`src/rhb_pkg.sv`:
```
// Shared constants for the ring heartbeat supervisor and field node
package rhb_pkg;
  localparam longint CLK_HZ = 100_000_000;
  // One second time stamp interval
  localparam longint SEC_S = 1;
  localparam longint SEC_CYC = SEC_S * CLK_HZ;
  // Loop fault isolation timeout, two hours
  localparam longint ISO_TMO_H = 2;
  localparam longint ISO_TMO_CYC = ISO_TMO_H * 3600 * CLK_HZ;
  // Chosen cycle counts with no documented figure
  localparam int HB_PERIOD_CYC = 1000;
  localparam int LOSS_CYC = 4000;
  localparam int DWELL_CYC = 3000;
  localparam int OFFLINE_CYC = 4000;
  localparam int STAT_CYC = 500;
  localparam int DEV_AW = 8;
  localparam int TIME_W = 32;
  // APB register map
  localparam logic [7:0] REG_CTRL = 8'h00;
  localparam logic [7:0] REG_DEVCFG = 8'h04;
  localparam logic [7:0] REG_FLAGS = 8'h08;
  localparam logic [7:0] REG_OFFLINE = 8'h0c;
  localparam int CTRL_RST_BIT = 0;
  localparam int FLAGS_ALARM_POS = 16;
  localparam logic [31:0] DEVCFG_RST = 32'h0000_00ff;
endpackage

```
`src/rhb_loop_if.sv`:
```
// Ring loop carrier between supervisor and one field node
`timescale 1ns/1ns
interface rhb_loop_if;
  // Heartbeat out of supervisor ports A and B
  logic hb_a;
  logic hb_b;
  logic hb_ts;
  logic [31:0] hb_time;
  // Heartbeat returning to supervisor ports, driven by the ring model
  logic rx_a;
  logic rx_b;
  // Heartbeat arriving at node ports, driven by the ring model
  logic dev_hb_a;
  logic dev_hb_b;
  // Node isolation relays, high means open
  logic relay_a_open;
  logic relay_b_open;
  // Node status report
  logic st_vld;
  logic [7:0] st_addr;
  logic st_fault;
  logic st_alarm;
  modport ctl (output hb_a, hb_b, hb_ts, hb_time, input rx_a, rx_b, st_vld, st_addr, st_fault, st_alarm);
  modport dev (input dev_hb_a, dev_hb_b, hb_ts, hb_time,
               output relay_a_open, relay_b_open, st_vld, st_addr, st_fault, st_alarm);
endinterface

```
`src/rhb_ctl.sv`:
```
// Ring supervisor: heartbeat, continuity check, latched faults, APB registers
`timescale 1ns/1ns
module rhb_ctl #(
  parameter int ND = 8,
  parameter int NF = 4,
  parameter int NA = 4,
  parameter longint SEC_CYC = rhb_pkg::SEC_CYC
) (
  input wire logic clock,
  input wire logic sys_rst,
  rhb_loop_if.ctl lp,
  input wire logic psel,
  input wire logic penable,
  input wire logic pwrite,
  input wire logic [7:0] paddr,
  input wire logic [31:0] pwdata,
  output logic [31:0] prdata,
  output logic pready,
  output logic pslverr,
  input wire logic [NF-1:0] fault_in,
  input wire logic [NA-1:0] alarm_in,
  input wire logic reset_btn,
  input wire logic [31:0] rtc_time,
  output logic [NF+1:0] fault_r,
  output logic [NA:0] alarm_r,
  output logic [ND-1:0] offline_r,
  output logic trouble,
  output logic reset_done_r
);
  logic [15:0] hb_cnt_r;
  logic [39:0] sec_cnt_r;
  logic ts_pend_r;
  logic hb_a_r;
  logic hb_ts_r;
  logic [31:0] hb_time_r;
  logic sent_r;
  logic ret_a_r;
  logic ret_b_r;
  logic loop_bad_r;
  logic [ND-1:0] dev_fault_r;
  logic [ND-1:0] dev_alarm_r;
  logic [ND-1:0] off_now;
  logic [31:0] devcfg_r;
  logic [31:0] prdata_r;
  wire hb_tick = hb_cnt_r == 16'(rhb_pkg::HB_PERIOD_CYC - 1);
  wire sec_tick = sec_cnt_r == 40'(SEC_CYC - 1);

  ////////////////////////////////////////////////////////////////////////
  // Heartbeat out of both ports, time stamp on the beat at or after each second tick, and on the next one too if they coincide
  assign lp.hb_a = hb_a_r;
  assign lp.hb_b = hb_a_r;
  assign lp.hb_ts = hb_ts_r;
  assign lp.hb_time = hb_time_r;
  always_ff @(posedge clock or posedge sys_rst)
  begin
    if (sys_rst)
    begin
      hb_cnt_r <= 16'h0000;
      sec_cnt_r <= 40'h00_0000_0000;
      ts_pend_r <= 1'b0;
      hb_a_r <= 1'b0;
      hb_ts_r <= 1'b0;
      hb_time_r <= 32'h0000_0000;
    end
    else
    begin
      hb_cnt_r <= hb_tick ? 16'h0000 : hb_cnt_r + 16'h0001;
      sec_cnt_r <= sec_tick ? 40'h00_0000_0000 : sec_cnt_r + 40'h00_0000_0001;
      ts_pend_r <= sec_tick | (ts_pend_r & ~hb_tick);
      hb_a_r <= hb_tick;
      hb_ts_r <= hb_tick & (ts_pend_r | sec_tick);
      if (hb_tick & (ts_pend_r | sec_tick))
        hb_time_r <= rtc_time;
    end
  end

  ////////////////////////////////////////////////////////////////////////
  // Continuity: each beat must come back on the opposite port
  always_ff @(posedge clock or posedge sys_rst)
  begin
    if (sys_rst)
    begin
      sent_r <= 1'b0;
      ret_a_r <= 1'b0;
      ret_b_r <= 1'b0;
      loop_bad_r <= 1'b0;
    end
    else
    begin
      sent_r <= sent_r | hb_tick;
      ret_a_r <= lp.rx_a | (ret_a_r & ~hb_tick);
      ret_b_r <= lp.rx_b | (ret_b_r & ~hb_tick);
      if (hb_tick & sent_r)
        loop_bad_r <= ~(ret_a_r & ret_b_r);
    end
  end

  ////////////////////////////////////////////////////////////////////////
  // Per node silence timer and last reported status
  genvar gi;
  generate
    for (gi = 0; gi < ND; gi++)
    begin : g_node
      logic [15:0] sil_r;
      logic flt_r;
      logic alm_r;
      wire hit = lp.st_vld & (lp.st_addr == 8'(gi));
      assign off_now[gi] = devcfg_r[gi] & (sil_r == 16'(rhb_pkg::OFFLINE_CYC));
      // One process per node for its timer and both flags, gathered into the vectors
      assign dev_fault_r[gi] = flt_r;
      assign dev_alarm_r[gi] = alm_r;
      always_ff @(posedge clock or posedge sys_rst)
      begin
        if (sys_rst)
        begin
          sil_r <= 16'h0000;
          flt_r <= 1'b0;
          alm_r <= 1'b0;
        end
        else if (hit)
        begin
          sil_r <= 16'h0000;
          flt_r <= lp.st_fault;
          alm_r <= lp.st_alarm;
        end
        else if (sil_r != 16'(rhb_pkg::OFFLINE_CYC))
          sil_r <= sil_r + 16'h0001;
      end
    end
  endgenerate

  ////////////////////////////////////////////////////////////////////////
  // Latching and reset acceptance
  wire [NF+1:0] fault_now = {fault_in, |dev_fault_r, loop_bad_r};
  wire [NA:0] alarm_now = {alarm_in, |dev_alarm_r};
  wire apb_wr = psel & penable & pwrite;
  wire rst_req = reset_btn | (apb_wr & (paddr == rhb_pkg::REG_CTRL) & pwdata[rhb_pkg::CTRL_RST_BIT]);
  wire cond_any = |fault_now | |alarm_now | |off_now;
  wire accept = rst_req & ~cond_any;
  assign trouble = |fault_r | |offline_r;
  always_ff @(posedge clock or posedge sys_rst)
  begin
    if (sys_rst)
    begin
      fault_r <= '0;
      alarm_r <= '0;
      offline_r <= '0;
      reset_done_r <= 1'b0;
    end
    else
    begin
      // Set wins over clear; a reset is refused while any fault, alarm or offline condition is active
      fault_r <= (accept ? '0 : fault_r) | fault_now;
      alarm_r <= (accept ? '0 : alarm_r) | alarm_now;
      offline_r <= (accept ? '0 : offline_r) | off_now;
      reset_done_r <= accept;
    end
  end

  ////////////////////////////////////////////////////////////////////////
  // APB slave, zero wait states
  wire sel_ctrl = paddr == rhb_pkg::REG_CTRL;
  wire sel_cfg = paddr == rhb_pkg::REG_DEVCFG;
  wire sel_flags = paddr == rhb_pkg::REG_FLAGS;
  wire sel_off = paddr == rhb_pkg::REG_OFFLINE;
  wire mapped = sel_ctrl | sel_cfg | sel_flags | sel_off;
  wire [31:0] flags_word = (32'(alarm_r) << rhb_pkg::FLAGS_ALARM_POS) | 32'(fault_r);
  wire [31:0] rd_mux = sel_cfg ? devcfg_r : sel_flags ? flags_word : sel_off ? 32'(offline_r) : 32'h0000_0000;
  assign pready = psel & penable;
  assign pslverr = psel & penable & ~mapped;
  assign prdata = prdata_r;
  always_ff @(posedge clock or posedge sys_rst)
  begin
    if (sys_rst)
    begin
      devcfg_r <= rhb_pkg::DEVCFG_RST;
      prdata_r <= 32'h0000_0000;
    end
    else
    begin
      if (psel & ~penable)
        prdata_r <= rd_mux;
      if (apb_wr & sel_cfg)
        devcfg_r <= pwdata;
    end
  end
endmodule

```
`src/flat_wrapper.sv`:
```
// flat-port wrapper written by rule: the top's interface ports become plain ports
module rhb_ctl_flat 
#(
  parameter int ND = 8,
  parameter int NF = 4,
  parameter int NA = 4,
  parameter longint SEC_CYC = rhb_pkg::SEC_CYC
)
  (clock, sys_rst, psel, penable, pwrite, paddr, pwdata, prdata, pready, pslverr, fault_in, alarm_in, reset_btn, rtc_time, fault_r, alarm_r, offline_r, trouble, reset_done_r, lp_hb_a, lp_hb_b, lp_hb_ts, lp_hb_time, lp_rx_a, lp_rx_b, lp_st_vld, lp_st_addr, lp_st_fault, lp_st_alarm);
  rhb_loop_if lp_i ();
  input wire logic clock;
  input wire logic sys_rst;
  input wire logic psel;
  input wire logic penable;
  input wire logic pwrite;
  input wire logic [7:0] paddr;
  input wire logic [31:0] pwdata;
  output logic [31:0] prdata;
  output logic pready;
  output logic pslverr;
  input wire logic [NF-1:0] fault_in;
  input wire logic [NA-1:0] alarm_in;
  input wire logic reset_btn;
  input wire logic [31:0] rtc_time;
  output logic [NF+1:0] fault_r;
  output logic [NA:0] alarm_r;
  output logic [ND-1:0] offline_r;
  output logic trouble;
  output logic reset_done_r;
  output wire logic [$bits(lp_i.hb_a)-1:0] lp_hb_a;
  output wire logic [$bits(lp_i.hb_b)-1:0] lp_hb_b;
  output wire logic [$bits(lp_i.hb_ts)-1:0] lp_hb_ts;
  output wire logic [$bits(lp_i.hb_time)-1:0] lp_hb_time;
  input wire logic [$bits(lp_i.rx_a)-1:0] lp_rx_a;
  input wire logic [$bits(lp_i.rx_b)-1:0] lp_rx_b;
  input wire logic [$bits(lp_i.st_vld)-1:0] lp_st_vld;
  input wire logic [$bits(lp_i.st_addr)-1:0] lp_st_addr;
  input wire logic [$bits(lp_i.st_fault)-1:0] lp_st_fault;
  input wire logic [$bits(lp_i.st_alarm)-1:0] lp_st_alarm;
  assign lp_hb_a = lp_i.hb_a;
  assign lp_hb_b = lp_i.hb_b;
  assign lp_hb_ts = lp_i.hb_ts;
  assign lp_hb_time = lp_i.hb_time;
  assign lp_i.rx_a = lp_rx_a;
  assign lp_i.rx_b = lp_rx_b;
  assign lp_i.st_vld = lp_st_vld;
  assign lp_i.st_addr = lp_st_addr;
  assign lp_i.st_fault = lp_st_fault;
  assign lp_i.st_alarm = lp_st_alarm;
  rhb_ctl #(.ND(ND), .NF(NF), .NA(NA), .SEC_CYC(SEC_CYC)) u_core (.clock(clock), .sys_rst(sys_rst), .lp(lp_i), .psel(psel), .penable(penable), .pwrite(pwrite), .paddr(paddr), .pwdata(pwdata), .prdata(prdata), .pready(pready), .pslverr(pslverr), .fault_in(fault_in), .alarm_in(alarm_in), .reset_btn(reset_btn), .rtc_time(rtc_time), .fault_r(fault_r), .alarm_r(alarm_r), .offline_r(offline_r), .trouble(trouble), .reset_done_r(reset_done_r));
endmodule
```
`config.mk`:
```
export PLATFORM = sky130hd
export DESIGN_NAME = rhb_ctl_flat
export DESIGN_NICKNAME = d
export VERILOG_FILES = /design/src/rhb_pkg.sv /design/src/rhb_loop_if.sv /design/src/rhb_ctl.sv /design/src/flat_wrapper.sv
export SDC_FILE = /design/constraint.sdc
export NUM_CORES = 1
export LEC_CHECK = 0
export BUFFER_PORTS_ARGS = -buffer_cell sky130_fd_sc_hd__clkbuf_2
export CORE_MARGIN = 3
export CORE_UTILIZATION = 49
export CTS_CLUSTER_SIZE = 30
export DETAILED_ROUTE_END_ITERATION = 12
export HOLD_SLACK_MARGIN = 0.02
export PLACE_DENSITY = 0.69
export SYNTH_ARGS = -nofsm -noshare
export SYNTH_HDL_FRONTEND = slang
export SYNTH_SLANG_ARGS = --single-unit
```
`constraint.sdc`:
```
create_clock -name clock -period 18.61 [get_ports clock]
set_clock_uncertainty 0.05 [all_clocks]
set_input_delay 1.861 -clock clock [delete_from_list [all_inputs] [get_ports clock]]
set_output_delay 1.861 -clock clock [all_outputs]
set_load 0.01 [all_outputs]
```
Word level (Yosys, flattened, before mapping)
Cells that the tools add are included.
{ "op_classes": {"n_addsub": 10, "eq_ne": 28, "mux": 24, "n_bitwise": 51, "n_reduce_logical": 17} }
{ "ops": {"columns": ["cell", "count"], "rows": [
  ["$mux W16", 17],
  ["$add A16 B1 Y16 const B", 9],
  ["$eq A16 B12 Y1 const B", 8],
  ["$ne A16 B12 Y1 const B", 8],
  ["$mux W32", 2],
  ["$add A40 B1 Y40 const B", 1],
  ["$eq A40 B27 Y1 const B", 1],
  ["$eq A8 B3 Y1 const B", 5],
  ["$mux W40", 1],
  ["$reduce_or A8 Y1", 4],
  ["$and A1 B1 Y1", 30],
  ["$or A21 B6 Y21", 1],
  ["$eq A16 B10 Y1 const B", 1],
  ["$eq A8 B2 Y1 const B", 2],
  ["$eq A8 B4 Y1 const B", 2],
  ["$logic_not A8 Y1", 2],
  ["$mux W8", 2],
  ["$reduce_bool A2 Y1", 8],
  ["$reduce_or A13 Y1", 1],
  ["$or A1 B1 Y1", 12],
  ["$reduce_or A12 Y1", 1],
  ["$eq A8 B1 Y1 const B", 1],
  ["$or A8 B8 Y8", 1],
  ["$mux W6", 1],
  ["other kinds (5)", 9]
]} }
{ "word_totals": {"ff_bits": 323, "input_bits": 99, "out_inout_bits": 90, "word_cells": 170} }

Logic depth before layout (Yosys ltp)
{ "depth": {"depth_word": 8, "ltp_mapped": 8, "ltp_nobuf": 7} }

Least setup slack after synthesis
No wires, ideal clock.
{ "synth_timing": {"path_type": "input to output", "start": "input port paddr[5]", "end": "output port pslverr", "t_arrival_ns": 2.647, "slack_ns": 14.052, "path_stages": 3, "cell_sequence": "or4_1 > nor3_1 > nor2b_1"} }
{ "synth_via": {"elab_chain_cells": 6, "word_cells_on_any_way": 9, "classes_between": "3 x eq/ne; 5 x bitwise; 1 x reduce/logical"} }
{ "synth_rtl": {"columns": ["element", "line", "text"], "rows": [
  ["start, declared", "flat_wrapper.sv:16", "input wire logic [7:0] paddr;"],
  ["$eq A8 B3 Y1 or $logic_not A8 Y1 (tied branches)", "rhb_ctl.sv:163, rhb_ctl.sv:162", null],
  ["$or A1 B1 Y1 (2 in a row)", "rhb_ctl.sv:166", "wire mapped = sel_ctrl | sel_cfg | sel_flags | sel_off;"],
  ["$or A1 B1 Y1 *", "rhb_ctl.sv:166", null],
  ["$not A1 Y1 *", "rhb_ctl.sv:170", "assign pslverr = psel & penable & ~mapped;"],
  ["$and A1 B1 Y1 *", "rhb_ctl.sv:170", null],
  ["end, declared", "flat_wrapper.sv:20", "output logic pslverr;"]
]} }
Every way passes the cells marked *; elsewhere a longest branch is shown, timed or not.

Final worst setup path
Ends and elaborated chain as after synthesis.

==> results.md <==
- Area of the multi-input gates: 6510 sq um
- Layout Cells excl Fill: 2007
- Post-Syn Area: 15000 sq um
- Main combinational cell family by area after synthesis: simple AND/OR/NAND/NOR gates
- # Max-Cap Violations: 0
- Routability cong.: 0.815
- Top FF cell, synth: dfrtp_1
- Critical path type: in2out
- CTS tree: built
- Yosys warns: 0
- Clk network pwr share: 40.3%
- Xor/xnor share of the synthesized area: 8.57%
- Core box area: 30000 sq um
- Total GRT Usage: 18.7%
- Final nets: 1710
- Worst path arrival time: 2.93 ns
- Commonest non-fill, non-tap cell in the layout: dfrtp_1
- Vias: 10.7k
- Setup bufs post-CTS: 0
- Outcome: finished clean
- Rel. slew slack: 21.2%
- Io pins: 189
- Worst Setup SP: paddr[5]
- Antenna violations before repair: 1
- Setup violators final: 0
- Achievable frequency: 206 MHz
- Layout area overhead: 16.3%
- Max Slew Vio Count: 0
- DIE WIDTH: 181 um
- # hold bufs at CTS: 0
- Seq cells post-synth: 323
- Post-CTS Resized: 0
- Grt ovf: 0
- Sequential-to-total area share from yosys stat: 53.9%
- Hold WC Path Type: reg2reg
- WL per Instance: 15.5 um
- Post-Route WL: 31.1 mm
- Slew @ Worst Pin: 1.18 ns
- RR Startpoint: u_core.sec_cnt_r[32]
- ANT nets after route: 0
- CP startpoint kind: primary input
- Synth Area per Inst: 10.8 sq um
- Worst setup margin: 13.77 ns
- Post-synthesis cell type count: 66
- P_sw: 0.438 mW
- Hold path startpoint: u_core.hb_cnt_r[15]
- Final critical-path required period: 4.84 ns
- First-pass GRT wire length: 52.5 mm
- Worst path slowest cell: or4_1
- Fillers: 2541
- Share of cells above drive strength 1: 23.4%
- Post-synthesis mux area share: 7.22%
- Async set-reset flop share out of synthesis: 100%
- Port Buf Inserts: 188
- Vias in the first global route: 10.6k
- Post-Synth Adder-Cell Area: 1.50%
- Initial cell density of the core: 50.2%
- Commonest cells after routing, fill and taps aside: 315 x dfrtp_1, 188 x clkbuf_2, 180 x nor2_1
- EDFF count, synth: 0
- Root Driver: clkbuf_16
- Worst-path cell chain: clkbuf_2 > or4_1 > nor3_1 > nor2b_1 > clkbuf_2
- Skew-Pair Late Insertion Delay: 0.51 ns
- Chip Height: 181 um
- Cell mode on critical path: clkbuf_2
- FF/Latch Area: 8090 sq um
- Post-Synth Simple-Gate Area: 20.9%
- Post-DP HPWL: 21.9 mm
- Hold Violations, Final: 0
- RSZ-0062 raised after global routing: false
- Clock transition at path regs: 0.05 ns
- Largest net degree at the start of global routing: 125
- Register share of total power: 50.1%
- Synth Area in Compound Gates: 5.04%
- Switch share: 25.9%
- Number of DRC markers in iteration 0: 680
- Worst EP required: 16.70 ns
- Period utilization: 26.0%
- Setup TNS: 0 ns
- Drt via density: 5.32
- 1st-pass router iterations: 5
- Internal power: 1.26 mW
- Die area: 32800 sq um
- Pre-CTS WS: 13.76 ns
- Syn nets: 1511
- Total CTS buffers: 35
- Leakage power: 8.22 nW
- CTS HTree Levels: 2
- Worst VDD drop: 0.0494 mV
- DRC errors left: 0
- P per Cell Area: 96.9 nW/um^2
- Post-Place Cells: 1946
- Crit path max fanout: 2
- Clock sink total: 323
- Critical Path Max Stage Delay: 0.54 ns
- ANT cells: 0
- Syn Inst Count: 1394
- Bufs on Longest Clock Path: 3
- Combinational group share of total power: 9.6%
- Row cnt: 63
- Element type at the critical path end: primary output
## flip-flops by register name, indices dropped and copies added (netlist names), 6 cells and up
name,cells
u_core.lp.hb_time,32
u_core.prdata,32
u_core.devcfg_r,32
u_core.g_node.alm_r,8
u_core.hb_cnt_r,16
u_core.sec_cnt_r,40
u_core.fault_r,6
u_core.offline_r,8
u_core.g_node.sil_r,128
u_core.g_node.flt_r,8
## worst max-delay path, delay by kind of cell
kind | cells | cell delay [ns]
AND/OR/NAND/NOR | 3 | 0.85
buffers and inverters | 2 | 0.23
## per-layer routing
layer / share of wire, % / wire, um / GRT usage, %
met1: 46 / 14200 / 26.4
met2: 47 / 14700 / 30.6
met3: 4.8 / 1490 / 3.22
met4: 2.0 / 623 / 4.14
met5: 0 / 0 / 0
## Yosys cell counts, drive strengths merged, types with 2 or more instances
master / instances / area share, %
nor3: 23 / 0.83
or3b: 3 / 0.17
mux2: 81 / 6.8
inv: 55 / 1.4
and3: 23 / 0.96
or3: 22 / 0.95
nand3: 70 / 2.4
xnor2: 74 / 4.3
and2: 5 / 0.21
or4b: 2 / 0.13
dfstp: 8 / 1.4
nor4: 40 / 2.0
nand2b: 13 / 0.54
or4: 13 / 0.65
and4b: 2 / 0.13
or2: 3 / 0.12
a21oi: 32 / 1.1
nor2b: 3 / 0.12
o31ai: 2 / 0.10
dfrtp: 315 / 52
buf: 12 / 0.83
a21o: 3 / 0.16
nor3b: 4 / 0.20
nand3b: 2 / 0.10
ha: 18 / 1.5
nand4b: 5 / 0.29
o2111ai: 2 / 0.12
nor4b: 7 / 0.45
mux2i: 6 / 0.40
o21ai: 58 / 2.0
and4: 18 / 1.1
nor4bb: 5 / 0.33
a22oi: 11 / 0.55
o21bai: 10 / 0.62
nand2: 119 / 3.0
clkbuf: 27 / 0.68
nor2: 181 / 4.5
xor2: 73 / 4.3
nand4: 36 / 1.5
## area by class of cell
cell class                 count  share of cell area (%)
clock inverter                13                   0.923
multi-input combinational    977                    37.2
sequential                   323                    46.3
clock buffer                  48                    5.58
inverter                      55                    1.22
timing repair buffer         201                    5.94
tap                          390                    2.79
## cells by family after synthesis
kind of cell	count (synthesis)
AOI/OAI and AO/OA	123
xor gates and xnor gates	147
adders and majority gates	18
buffers and inverters	94
DFF	323
muxes	87
and+or+nand+nor	602
## through the flow
stage	util, %	power, mW	cell area (sq um)	hold slack, ns
floorplan	-	0.963	15000	0.383
global placement	54.6	1.01	16300	0.400
detailed placement	54.6	1.02	16300	0.412
CTS	58.4	1.71	17500	0.421
global route	58.4	1.78	17500	0.438
finish	58.4	1.69	17500	0.420
## path summary, 6_finish.rpt
| path | depth (start not counted) | end | slack (ns) |
|---|---|---|---|
| worst max-delay path | 5 | pslverr | 13.77 |
| worst min-delay path | 1 | u_core.hb_cnt_r[15] | 0.42 |
| worst max register to register | 5 | u_core.lp.hb_time[31] | 15.86 |
| worst min register to register | 1 | u_core.hb_cnt_r[15] | 0.42 |
| max in group asynchronous | 4 | u_core.g_node[5].sil_r[14] | 14.82 |
| min in group asynchronous | 2 | u_core.lp.hb_time[31] | 1.49 |
## power groups by stage
stage,Clock (mW),Combinational (mW),Sequential (mW)
detailed placement,0,0.164,0.857
global placement,0,0.158,0.854
global route,0.732,0.189,0.859
CTS,0.703,0.166,0.846
floorplan,0,0.126,0.837
finish,0.683,0.163,0.848
No activity file was read; power rests on OpenSTA's default activity.
